`src/ctx_pkg.sv`:
```
// Purpose: Shared constants and types for the transfer and RAM-address execution block.
// Assumes: One 10-bit instruction word is presented per cycle with a valid strobe.
// Notes: Opcodes are the 10-bit instruction codes of the handled instructions.
`default_nettype none
package ctx_pkg;
    localparam logic [9:0] OP_COPY_B_TO_ACC = 10'h01e;
    localparam logic [9:0] OP_COPY_ACC_TO_B = 10'h00e;
    localparam logic [9:0] OP_COPY_Y_TO_ACC = 10'h01f;
    localparam logic [9:0] OP_COPY_ACC_TO_Y = 10'h00c;
    localparam logic [9:0] OP_LOAD_E_PAIR = 10'h01a;
    localparam logic [9:0] OP_READ_E_PAIR = 10'h02a;
    localparam logic [9:0] OP_LOAD_ROM_PAGE_PTR = 10'h029;
    localparam logic [9:0] OP_READ_ROM_PAGE_PTR = 10'h051;
    localparam logic [9:0] OP_READ_BANK_SELECT = 10'h053;
    localparam logic [9:0] OP_COPY_X_TO_ACC = 10'h052;
    localparam logic [9:0] OP_READ_STACK_PTR = 10'h050;
    localparam logic [9:0] OP_INCREMENT_Y_SKIP = 10'h013;
    localparam logic [9:0] OP_DECREMENT_Y_SKIP = 10'h017;
    localparam logic [9:0] OP_WATCHDOG_FLAG_TEST_CLEAR = 10'h2a0;
    localparam logic [9:0] OP_WRITE_TIMER_CTRL_TWO = 10'h20f;
    localparam logic [9:0] OP_WRITE_TIMER_CTRL_THREE = 10'h210;
    localparam logic [9:0] OP_WRITE_TIMER_CTRL_FOUR = 10'h211;
    // Upper-bit patterns of instructions carrying an immediate field.
    localparam logic [1:0] PF_LOAD_X_Y_IMMEDIATE = 2'h3;
    localparam logic [7:0] PF_LOAD_BANK_IMMEDIATE = 8'h12;
    localparam logic [5:0] PF_LOAD_ACC_FROM_MEM = 6'h2c;
    localparam logic [5:0] PF_SWAP_ACC_MEM = 6'h2d;
    localparam logic [5:0] PF_SWAP_ACC_MEM_DEC = 6'h2f;
    localparam logic [5:0] PF_SWAP_ACC_MEM_INC = 6'h2e;
    localparam logic [5:0] PF_STORE_ACC_TO_MEM = 6'h2b;
    localparam logic [3:0] RST_NIB = 4'h0;
    localparam logic [3:0] Y_WRAP_UP = 4'h0;
    localparam logic [3:0] Y_WRAP_DN = 4'hf;

    typedef struct packed {
        logic [3:0] acc;
        logic [3:0] b;
        logic [3:0] x;
        logic [3:0] y;
        logic [1:0] z;
        logic [2:0] d;
        logic [7:0] e;
    } ctx_regs_t;

    typedef struct packed {
        logic we;
        logic [3:0] data;
    } ctx_mem_wr_t;

    typedef struct packed {
        logic [3:0] w2;
        logic [3:0] w3;
        logic [3:0] w4;
    } ctx_timer_ctrl_t;
endpackage
`default_nettype wire

```
`src/ctx_exec.sv`:
```
// Purpose: Executes register-transfer, RAM-address, RAM-to-register and watchdog-flag instructions.
// Assumes: RAM data at the data pointer is presented combinationally; stack pointer comes from outside.
// Notes: A skipped instruction changes no register or RAM; it clears the skip state and still updates the X-Y load chain.
// Behaviour
// RL1: Copy between accumulator and B both ways.
// RL2: Copy between accumulator and Y both ways.
// RL3: Load E from B high, accumulator low.
// RL4: Read E into B and accumulator.
// RL5: Load D from accumulator low three bits.
// RL6: Read D into accumulator, top bit zero.
// RL7: Read Z into accumulator, upper bits zero.
// RL8: Copy X into accumulator.
// RL9: Read stack pointer into accumulator, top zero.
// RL10: Load X and Y; repeated loads skipped.
// RL11: Load Z from two-bit immediate.
// RL12: Increment Y, skip when zero.
// RL13: Decrement Y, skip when fifteen.
// RL14: Load accumulator from RAM, X xor j.
// RL15: Swap accumulator with RAM, X xor j.
// RL16: Swap, X xor j, decrement Y, skip.
// RL17: Swap, X xor j, increment Y, skip.
// RL18: Store accumulator to RAM, X xor j.
// RL19: Test, clear watchdog flag; skip if set.
// RL20: Write accumulator into timer control registers.
// RL21: Skipped instruction changes no register or RAM; it still updates the X-Y load chain.
`default_nettype none
module ctx_exec (
    // Clock and reset
    input wire logic ref_clk_in,
    input wire logic reset_in,
    // Instruction stream
    input wire logic instr_valid_in,
    input wire logic [9:0] instr_in,
    // Data inputs
    input wire logic [3:0] mem_rdata_in,
    input wire logic [2:0] stack_ptr_in,
    input wire logic wdt_flag_set_in,
    // Register and control outputs
    output ctx_pkg::ctx_regs_t regs_out,
    output ctx_pkg::ctx_mem_wr_t mem_wr_out,
    output ctx_pkg::ctx_timer_ctrl_t timer_ctrl_out,
    output logic skip_out,
    output logic wdt_flag_out
);
    import ctx_pkg::*;

    // Architectural registers, the pending write, and the skip and chain state.
    ctx_regs_t r_q, r_d;
    ctx_mem_wr_t mw_q, mw_d;
    ctx_timer_ctrl_t tc_q, tc_d;
    logic skip_q, skip_d;
    logic xy_run_q, xy_run_d;
    logic wdf_q, wdf_d;

    // Skip decision after a Y step: wrap to zero going up, to fifteen going down.
    function automatic logic y_wrap_skip(input logic [3:0] y_new, input logic up);
        if (up) begin
            return y_new == Y_WRAP_UP;
        end
        return y_new == Y_WRAP_DN;
    endfunction

    // Instruction fields and the execute qualifier.
    wire logic [9:0] op = instr_in;
    wire logic [3:0] imm = op[3:0];
    wire logic [3:0] x_imm = op[7:4];
    wire logic [1:0] z_imm = op[1:0];
    wire logic live = instr_valid_in && !skip_q; // see RL21

    // Single-code instructions.
    wire logic dec_b_to_acc = (op == OP_COPY_B_TO_ACC);
    wire logic dec_acc_to_b = (op == OP_COPY_ACC_TO_B);
    wire logic dec_y_to_acc = (op == OP_COPY_Y_TO_ACC);
    wire logic dec_acc_to_y = (op == OP_COPY_ACC_TO_Y);
    wire logic dec_load_e = (op == OP_LOAD_E_PAIR);
    wire logic dec_read_e = (op == OP_READ_E_PAIR);
    wire logic dec_load_d = (op == OP_LOAD_ROM_PAGE_PTR);
    wire logic dec_read_d = (op == OP_READ_ROM_PAGE_PTR);
    wire logic dec_read_z = (op == OP_READ_BANK_SELECT);
    wire logic dec_x_to_acc = (op == OP_COPY_X_TO_ACC);
    wire logic dec_read_sp = (op == OP_READ_STACK_PTR);
    wire logic dec_inc_y = (op == OP_INCREMENT_Y_SKIP);
    wire logic dec_dec_y = (op == OP_DECREMENT_Y_SKIP);
    wire logic dec_wdt = (op == OP_WATCHDOG_FLAG_TEST_CLEAR);
    wire logic dec_tw2 = (op == OP_WRITE_TIMER_CTRL_TWO);
    wire logic dec_tw3 = (op == OP_WRITE_TIMER_CTRL_THREE);
    wire logic dec_tw4 = (op == OP_WRITE_TIMER_CTRL_FOUR);

    // Instruction groups that carry an immediate field.
    wire logic is_xy_load = (op[9:8] == PF_LOAD_X_Y_IMMEDIATE);
    wire logic is_bank_load = (op[9:2] == PF_LOAD_BANK_IMMEDIATE);
    wire logic is_mem_load = (op[9:4] == PF_LOAD_ACC_FROM_MEM);
    wire logic is_swap_plain = (op[9:4] == PF_SWAP_ACC_MEM);
    wire logic is_swap_dec = (op[9:4] == PF_SWAP_ACC_MEM_DEC);
    wire logic is_swap_inc = (op[9:4] == PF_SWAP_ACC_MEM_INC);
    wire logic is_mem_store = (op[9:4] == PF_STORE_ACC_TO_MEM);
    wire logic is_swap = is_swap_plain || is_swap_dec || is_swap_inc;
    wire logic x_upd = is_mem_load || is_swap || is_mem_store;

    // Y steps wrap modulo sixteen; a repeated X-Y load is suppressed.
    wire logic [3:0] y_inc = r_q.y + 4'h1;
    wire logic [3:0] y_dec = r_q.y - 4'h1;
    wire logic xy_repeat = is_xy_load && xy_run_q; // see RL10

    always_comb begin
        r_d = r_q;
        mw_d = '{we: 1'b0, data: r_q.acc};
        tc_d = tc_q;
        skip_d = 1'b0;
        xy_run_d = xy_run_q;
        wdf_d = wdf_q || wdt_flag_set_in;
        // Any accepted slot other than an X-Y load breaks the load chain.
        if (instr_valid_in) begin
            xy_run_d = is_xy_load;
        end
        if (live && !xy_repeat) begin
            case (op)
                OP_COPY_B_TO_ACC: begin
                    r_d.acc = r_q.b; // see RL1
                end
                OP_COPY_ACC_TO_B: begin
                    r_d.b = r_q.acc; // see RL1
                end
                OP_COPY_Y_TO_ACC: begin
                    r_d.acc = r_q.y; // see RL2
                end
                OP_COPY_ACC_TO_Y: begin
                    r_d.y = r_q.acc; // see RL2
                end
                OP_LOAD_E_PAIR: begin
                    r_d.e = {r_q.b, r_q.acc}; // see RL3
                end
                OP_READ_E_PAIR: begin
                    r_d.b = r_q.e[7:4]; // see RL4
                    r_d.acc = r_q.e[3:0];
                end
                OP_LOAD_ROM_PAGE_PTR: begin
                    r_d.d = r_q.acc[2:0]; // see RL5
                end
                OP_READ_ROM_PAGE_PTR: begin
                    r_d.acc = {1'b0, r_q.d}; // see RL6
                end
                OP_READ_BANK_SELECT: begin
                    r_d.acc = {2'b00, r_q.z}; // see RL7
                end
                OP_COPY_X_TO_ACC: begin
                    r_d.acc = r_q.x; // see RL8
                end
                OP_READ_STACK_PTR: begin
                    r_d.acc = {1'b0, stack_ptr_in}; // see RL9
                end
                OP_INCREMENT_Y_SKIP: begin
                    r_d.y = y_inc; // see RL12
                    skip_d = y_wrap_skip(y_inc, 1'b1);
                end
                OP_DECREMENT_Y_SKIP: begin
                    r_d.y = y_dec; // see RL13
                    skip_d = y_wrap_skip(y_dec, 1'b0);
                end
                OP_WATCHDOG_FLAG_TEST_CLEAR: begin
                    skip_d = wdf_q; // see RL19
                    wdf_d = wdt_flag_set_in;
                end
                OP_WRITE_TIMER_CTRL_TWO: begin
                    tc_d.w2 = r_q.acc; // see RL20
                end
                OP_WRITE_TIMER_CTRL_THREE: begin
                    tc_d.w3 = r_q.acc; // see RL20
                end
                OP_WRITE_TIMER_CTRL_FOUR: begin
                    tc_d.w4 = r_q.acc; // see RL20
                end
                default: begin
                    if (is_xy_load) begin
                        r_d.x = x_imm; // see RL10
                        r_d.y = imm;
                    end
                    if (is_bank_load) begin
                        r_d.z = z_imm; // see RL11
                    end
                    if (is_mem_load || is_swap) begin
                        r_d.acc = mem_rdata_in; // see RL14
                    end
                    if (is_swap || is_mem_store) begin
                        mw_d.we = 1'b1; // see RL15
                    end
                    if (x_upd) begin
                        r_d.x = r_q.x ^ imm; // see RL18
                    end
                    if (is_swap_dec) begin
                        r_d.y = y_dec; // see RL16
                        skip_d = y_wrap_skip(y_dec, 1'b0);
                    end
                    if (is_swap_inc) begin
                        r_d.y = y_inc; // see RL17
                        skip_d = y_wrap_skip(y_inc, 1'b1);
                    end
                end
            endcase
        end
        // A pending skip is consumed by the next valid slot and held across gaps.
        if (instr_valid_in && skip_q) begin
            skip_d = 1'b0;
        end else if (!instr_valid_in) begin
            skip_d = skip_q;
        end
    end

    always_ff @(posedge ref_clk_in) begin
        if (reset_in) begin
            r_q <= '0;
            mw_q <= '0;
            tc_q <= '0;
            skip_q <= 1'b0;
            xy_run_q <= 1'b0;
            wdf_q <= 1'b0;
        end else begin
            r_q <= r_d;
            mw_q <= mw_d;
            tc_q <= tc_d;
            skip_q <= skip_d;
            xy_run_q <= xy_run_d;
            wdf_q <= wdf_d;
        end
    end

    assign regs_out = r_q;
    assign mem_wr_out = mw_q;
    assign timer_ctrl_out = tc_q;
    assign skip_out = skip_q;
    assign wdt_flag_out = wdf_q;

    // Each check looks one cycle after the instruction slot it covers, whether executed, skipped or a suppressed repeat load.
    acc_from_b_a: assert property (@(posedge ref_clk_in) disable iff (reset_in) // see RL1
        live && dec_b_to_acc |=> r_q.acc == $past(r_q.b))
        else $error("acc not loaded from b");
    b_from_acc_a: assert property (@(posedge ref_clk_in) disable iff (reset_in) // see RL1
        live && dec_acc_to_b |=> r_q.b == $past(r_q.acc))
        else $error("b not loaded from acc");
    y_copy_a: assert property (@(posedge ref_clk_in) disable iff (reset_in) // see RL2
        live && dec_acc_to_y |=> r_q.y == $past(r_q.acc) && !skip_q)
        else $error("y not loaded from acc");
    e_load_a: assert property (@(posedge ref_clk_in) disable iff (reset_in) // see RL3
        live && dec_load_e |=> r_q.e == {$past(r_q.b), $past(r_q.acc)})
        else $error("e pair wrong");
    e_read_a: assert property (@(posedge ref_clk_in) disable iff (reset_in) // see RL4
        live && dec_read_e |=> {r_q.b, r_q.acc} == $past(r_q.e))
        else $error("e pair read wrong");
    d_load_a: assert property (@(posedge ref_clk_in) disable iff (reset_in) // see RL5
        live && dec_load_d |=> r_q.d == $past(r_q.acc[2:0]))
        else $error("d load wrong");
    d_read_a: assert property (@(posedge ref_clk_in) disable iff (reset_in) // see RL6
        live && dec_read_d |=> r_q.acc[3] == 1'b0 && r_q.acc[2:0] == $past(r_q.d))
        else $error("d read wrong");
    z_read_a: assert property (@(posedge ref_clk_in) disable iff (reset_in) // see RL7
        live && dec_read_z |=> r_q.acc == {2'b00, $past(r_q.z)})
        else $error("z read wrong");
    x_read_a: assert property (@(posedge ref_clk_in) disable iff (reset_in) // see RL8
        live && dec_x_to_acc |=> r_q.acc == $past(r_q.x) && r_q.x == $past(r_q.x))
        else $error("x read wrong");
    sp_read_a: assert property (@(posedge ref_clk_in) disable iff (reset_in) // see RL9
        live && dec_read_sp |=> r_q.acc == {1'b0, $past(stack_ptr_in)})
        else $error("stack pointer read wrong");
    y_up_skip_a: assert property (@(posedge ref_clk_in) disable iff (reset_in) // see RL12
        live && dec_inc_y |=> r_q.y == $past(r_q.y) + 4'h1 && skip_q == (r_q.y == 4'h0))
        else $error("y increment skip wrong");
    y_down_skip_a: assert property (@(posedge ref_clk_in) disable iff (reset_in) // see RL13
        live && dec_dec_y |=> r_q.y == $past(r_q.y) - 4'h1 && skip_q == (r_q.y == 4'hf))
        else $error("y decrement skip wrong");
    xy_repeat_a: assert property (@(posedge ref_clk_in) disable iff (reset_in) // see RL10
        instr_valid_in && is_xy_load ##1 instr_valid_in && is_xy_load && !skip_q |=> r_q.x == $past(r_q.x, 1))
        else $error("repeated xy load executed");
    z_load_a: assert property (@(posedge ref_clk_in) disable iff (reset_in) // see RL11
        live && is_bank_load |=> r_q.z == $past(z_imm))
        else $error("z load wrong");
    mem_store_a: assert property (@(posedge ref_clk_in) disable iff (reset_in) // see RL18
        live && is_mem_store |=> mw_q.we && mw_q.data == $past(r_q.acc) && r_q.x == ($past(r_q.x) ^ $past(imm)))
        else $error("store missing");
    xor_x_a: assert property (@(posedge ref_clk_in) disable iff (reset_in) // see RL14
        live && is_mem_load |=> r_q.x == ($past(r_q.x) ^ $past(imm)) && r_q.acc == $past(mem_rdata_in))
        else $error("x xor wrong");
    swap_write_a: assert property (@(posedge ref_clk_in) disable iff (reset_in) // see RL15
        live && is_swap |=> mw_q.we && mw_q.data == $past(r_q.acc) && r_q.acc == $past(mem_rdata_in))
        else $error("swap wrong");
    swap_down_a: assert property (@(posedge ref_clk_in) disable iff (reset_in) // see RL16
        live && is_swap_dec |=> r_q.y == $past(r_q.y) - 4'h1 && skip_q == (r_q.y == 4'hf))
        else $error("swap decrement wrong");
    swap_up_a: assert property (@(posedge ref_clk_in) disable iff (reset_in) // see RL17
        live && is_swap_inc |=> r_q.y == $past(r_q.y) + 4'h1 && skip_q == (r_q.y == 4'h0))
        else $error("swap increment wrong");
    wdt_clear_a: assert property (@(posedge ref_clk_in) disable iff (reset_in) // see RL19
        live && dec_wdt && !wdt_flag_set_in |=> !wdf_q && skip_q == $past(wdf_q))
        else $error("wdt test wrong");
    timer_write_a: assert property (@(posedge ref_clk_in) disable iff (reset_in) // see RL20
        live && dec_tw2 |=> tc_q.w2 == $past(r_q.acc))
        else $error("timer control write wrong");
    skip_nop_a: assert property (@(posedge ref_clk_in) disable iff (reset_in) // see RL21
        instr_valid_in && skip_q |=> r_q == $past(r_q) && !mw_q.we && !skip_q)
        else $error("skipped instr acted");

    // Main scenarios worth seeing at least once.
    y_wrap_c: cover property (@(posedge ref_clk_in) live && dec_inc_y && r_q.y == 4'hf);
    swap_dec_c: cover property (@(posedge ref_clk_in) live && is_swap_dec);
    wdt_skip_c: cover property (@(posedge ref_clk_in) live && dec_wdt && wdf_q);
    xy_pair_c: cover property (@(posedge ref_clk_in) instr_valid_in && is_xy_load ##1 instr_valid_in && is_xy_load);
    timer_c: cover property (@(posedge ref_clk_in) live && (dec_tw3 || dec_tw4));
endmodule
`default_nettype wire

```
`config.mk`:
```
export PLATFORM = sky130hd
export DESIGN_NAME = ctx_exec
export DESIGN_NICKNAME = d
export VERILOG_FILES = /design/src/ctx_pkg.sv /design/src/ctx_exec.sv
export SDC_FILE = /design/constraint.sdc
export NUM_CORES = 1
export LEC_CHECK = 0
export BUFFER_PORTS_ARGS = -buffer_cell sky130_fd_sc_hd__buf_2
export CORE_ASPECT_RATIO = 0.9
export CORE_UTILIZATION = 40
export DETAILED_ROUTE_END_ITERATION = 8
export HOLD_SLACK_MARGIN = 0.08
export RECOVER_POWER = 25
export REMOVE_ABC_BUFFERS = 1
export SYNTH_ARGS = -nofsm -noshare
export SYNTH_HDL_FRONTEND = slang
export SYNTH_SLANG_ARGS = --single-unit
```
`constraint.sdc`:
```
create_clock -name ref_clk_in -period 1.6 [get_ports ref_clk_in]
set_input_delay 0.16 -clock ref_clk_in [delete_from_list [all_inputs] [get_ports ref_clk_in]]
set_output_delay 0.16 -clock ref_clk_in [all_outputs]
set_load 0.1 [all_outputs]
```
==> metrics.md <==
| Metric | Value |
|---|---|
| Die area | `7630 sq um` |
| Cells along the critical path | `nand3b_1 -> a41o_1 -> or4_4 -> a21o_1 -> a211oi_2` |
| Synthesized area | `2910 sq um` |
| P per Cell Area | `666 nW/um^2` |
| Io pins | `69` |
| Congestion Overflow GR | `0` |
| Final worst setup slack | `-0.0748 ns` |
| Max-cap violations | `0` |
| Sw frac | `0.300` |
| Total power | `0.00281 W` |
| Clk root buf | `clkbuf_8` |
| Number of remaining DRC errors | `0` |
| Xor-xnor portion of the synthesized cell area | `0.0241` |
| DRT antenna net count | `0` |
| Fin nets | `515` |
| Via density | `5.36` |
| Status | `finished, violations left` |
| Pre-CTS setup slack | `-0.341 ns` |
| R2R cell count | `5` |
| Most common cell in the synthesized netlist | `nor2_1` |
| Rel. slew slack | `0.633` |
| Syn_area_per_cell | `8.42 sq um` |
| Initial antenna violation count | `0` |
| Chip height | `83.0 um` |
| Initial DRC count | `128` |
| Post-synthesis cell count | `346` |
| P_leak | `1.88 nW` |
| CP max-delay cell | `or4_4` |
| Yosys cell types | `64` |
| CTS H-tree lvls | `2` |
| Max VDD drop | `0.000469 V` |
| Worst-Margin Slew | `0.553 ns` |
| Core Rows | `29` |
| Critical Path Source | `skip_out$_SDFFE_PP0P_` |
| CTS Buf Count | `5` |
| Crit path DAT | `1.91 ns` |
| Commonest cells in the synthesized netlist | `51 x nor2_1, 49 x dfxtp_1, 29 x mux2i_1, 24 x nand2_1, 14 x o21ai_0` |
| First-pass GRT wire length | `15400 um` |
| Synth Warn # | `0` |
| Largest net degree at the start of global routing | `20` |
| Worst skew pair latency | `0.31 ns` |
| Core Util, Final | `0.601` |
| Compound-Gate Fraction of Synth Area | `0.178` |
| CTS sink cnt | `49` |
| Max Slew Vio Count | `0` |
| CTS max path bufs | `2` |
| Final worst path period need | `1.67 ns` |
| Clock skew | `0.00818 ns` |
| NetSw | `0.000844 W` |
| Worst reg2reg endpoint | `regs_out[28]$_SDFFE_PP0P_` |
| Fillers | `685` |
| Drt pass-1 iters | `4` |
| DR WL/cell | `16.1 um` |
| Number of port buffers | `68` |
| Number of global-route vias before repair | `3029` |
| Reg2reg start | `skip_out$_SDFFE_PP0P_` |
| Cell Area, Placed | `3950 sq um` |
| Area of the multi-input gates | `1920 sq um` |
| Area contributors post-synth | `dfxtp_1 34%, mux2i_1 10%, nor2_1 6.6%` |
| Flop pwr share | `0.445` |
| Area share of the largest cell type after synthesis | `0.337` |
| WP data required | `1.83 ns` |
| WHS Path Cells | `3` |
| Post-synth ARST share | `0` |
| Crit path kind | `reg -> reg` |
| Largest family of logic cells by synthesized area | `simple AND/OR/NAND/NOR gates` |
| Final setup viols | `6` |
| Clk slew on worst S/H paths | `0.10 ns` |
| Post-synth EDFFs | `0` |
| Sequential share of the synthesized area | `0.337` |
| FF-to-FF setup slack | `-0.07 ns` |
| Post-Synth Simple-Gate Area | `0.281` |
| Layout cell share with drive strength beyond 1 | `0.411` |
| P&R area growth vs syn | `45.1%` |
| TritonCTS clock tree | `built` |
| RSZ-0062 raised after global routing | `yes` |
| FF+latch area | `986 sq um` |
| Inserted Diodes | `0` |
| HP Class | `in -> reg` |
| Post-Layout Inst Area | `4230 sq um` |
| Startpoint Class | `flip-flop` |
| Post-synth top flop | `dfxtp_1` |
| Adder-Cell Fraction of Synth Area | `0.0172` |
| DRT Wirelength | `9420 um` |
| Synth area leader | `dfxtp_1` |
| Int Pwr | `0.00197 W` |
| Power share of the combinational group | `0.229` |
| FMAX | `597 MHz` |
| Core ar. | `7040 sq um` |
| Total track usage | `0.252` |
| Crit end category | `flip-flop` |
| Slowest Stage Delay on Critical Path | `0.44 ns` |
| Post-synthesis mux area share | `0.115` |
| Initial core utilization | `0.414` |
| Yosys reg bits | `49` |
| Hold Crit Start | `instr_valid_in` |
| Via count | `3130` |
| Die extent in x | `92.0 um` |
| GPL Wtd Cong | `0.903` |
| Final hold vios | `0` |
| Power share of the clock group | `0.325` |
| Period utilization | `1.05` |
| Failing checks | `negative setup slack` |
| Hold Path Sink | `xy_run_q$_SDFFE_PP0P_` |
| Post-DP HPWL | `7190 um` |
| Crit-path max FO | `4` |
==> cells by family (layout without fill, tap and decap cells) <==
logic type,count (synthesis),after routing
fa+ha+maj,4,4
mux,31,31
compound gates,72,72
simple gates,149,149
flops,49,49
buf+inv,33,178
xor+xnor,8,8
==> sequential cells by signal, summed over array words and instances, names as in the netlist <==
name / flops
skip_out: 1
timer_ctrl_out: 12
mem_wr_out: 5
regs_out: 29
wdt_flag_out: 1
xy_run_q: 1
==> cells in the final DEF, fill, tap and decap left out, types with 4 or more instances in the layout <==
cell type | Yosys | layout
nand3_1 | 13 | 11
buf_2 | 9 | 51
nand2b_1 | 11 | 11
o21ai_1 | 0 | 4
o21ai_0 | 14 | 10
a211oi_1 | 6 | 6
xnor2_1 | 6 | 4
clkbuf_1 | 11 | 4
a21oi_1 | 12 | 11
nand3b_1 | 4 | 4
nor2b_1 | 7 | 6
inv_1 | 12 | 10
dfxtp_2 | 0 | 4
buf_4 | 1 | 81
and3_1 | 4 | 4
clkbuf_2 | 0 | 16
dfxtp_1 | 49 | 45
nor2_1 | 51 | 48
a311oi_1 | 4 | 4
clkbuf_8 | 0 | 5
nand2_1 | 24 | 22
mux2i_1 | 29 | 28
==> stage by stage <==
step	setup TNS, ns	hold WS, ns	cells
2_1_floorplan	-15.84	0.225	325
3_3_place_gp	-6.26	0.368	572
3_5_place_dp	-6.91	0.371	572
4_1_cts	-0.281	0.125	583
5_1_grt	-0.986	0.129	584
6_report	-0.350	0.130	584
==> repair_timing <==
item / 4_1_cts / 5_1_grt
hold endpoints to repair: 1 / 0
pin swaps: 7 / 7
hold buffers: 1 / 0
resized for setup: 24 / 16
endpoints found under the setup margin: 18 / 32
buffers inserted: 2 / 1
==> final cells by class <==
cell class	count	share of cell area
multi-input cells	264	0.455
repair buffers	158	0.247
flip-flops and latches	49	0.233
well taps	93	0.0275
clock buffers	6	0.0172
inverters	12	0.0107
clock inverters	2	0.00917
==> power by group through the flow <==
| stage | sequential, W | combinational, W | clock (W) |
|---|---|---|---|
| after global routing | 0.00126 | 0.000692 | 0.000984 |
| after CTS | 0.00125 | 0.000622 | 0.000939 |
| after floorplan | 0.00139 | 0.000179 | 0 |
| after global placement | 0.00128 | 0.000578 | 0 |
| after detailed placement | 0.00128 | 0.000579 | 0 |
| final | 0.00125 | 0.000646 | 0.000915 |
==> per-layer routing <==
metal	up-vias	share of wire	global-route usage
met5	-	0	0
met4	0	0.0062	0.0426
met3	6	0.043	0.0385
met2	87	0.47	0.412
met1	1493	0.48	0.355
li1	1544	-	-
==> how the worst max path moves through the flow <==
| stage | to | slack (ns) | cells after the start |
|---|---|---|---|
| after floorplan | skip_out$_SDFFE_PP0P_ | -0.99 | 8 |
| after global placement | regs_out[28]$_SDFFE_PP0P_ | -0.29 | 8 |
| after detailed placement | regs_out[28]$_SDFFE_PP0P_ | -0.34 | 8 |
| after CTS | regs_out[28]$_SDFFE_PP0P_ | -0.05 | 5 |
| after global routing | regs_out[16]$_SDFFE_PP0P_ | -0.18 | 7 |
| final | regs_out[28]$_SDFFE_PP0P_ | -0.07 | 5 |
==> critical path: cells and delay by family, from the launching register on <==
| family | cells | cell delay, ns |
|---|---|---|
| flip-flops | 1 | 0.33 |
| AO/OA/AOI/OAI | 3 | 0.65 |
| AND/OR/NAND/NOR | 2 | 0.63 |
Note: power is estimated with default switching activity, not from simulation.
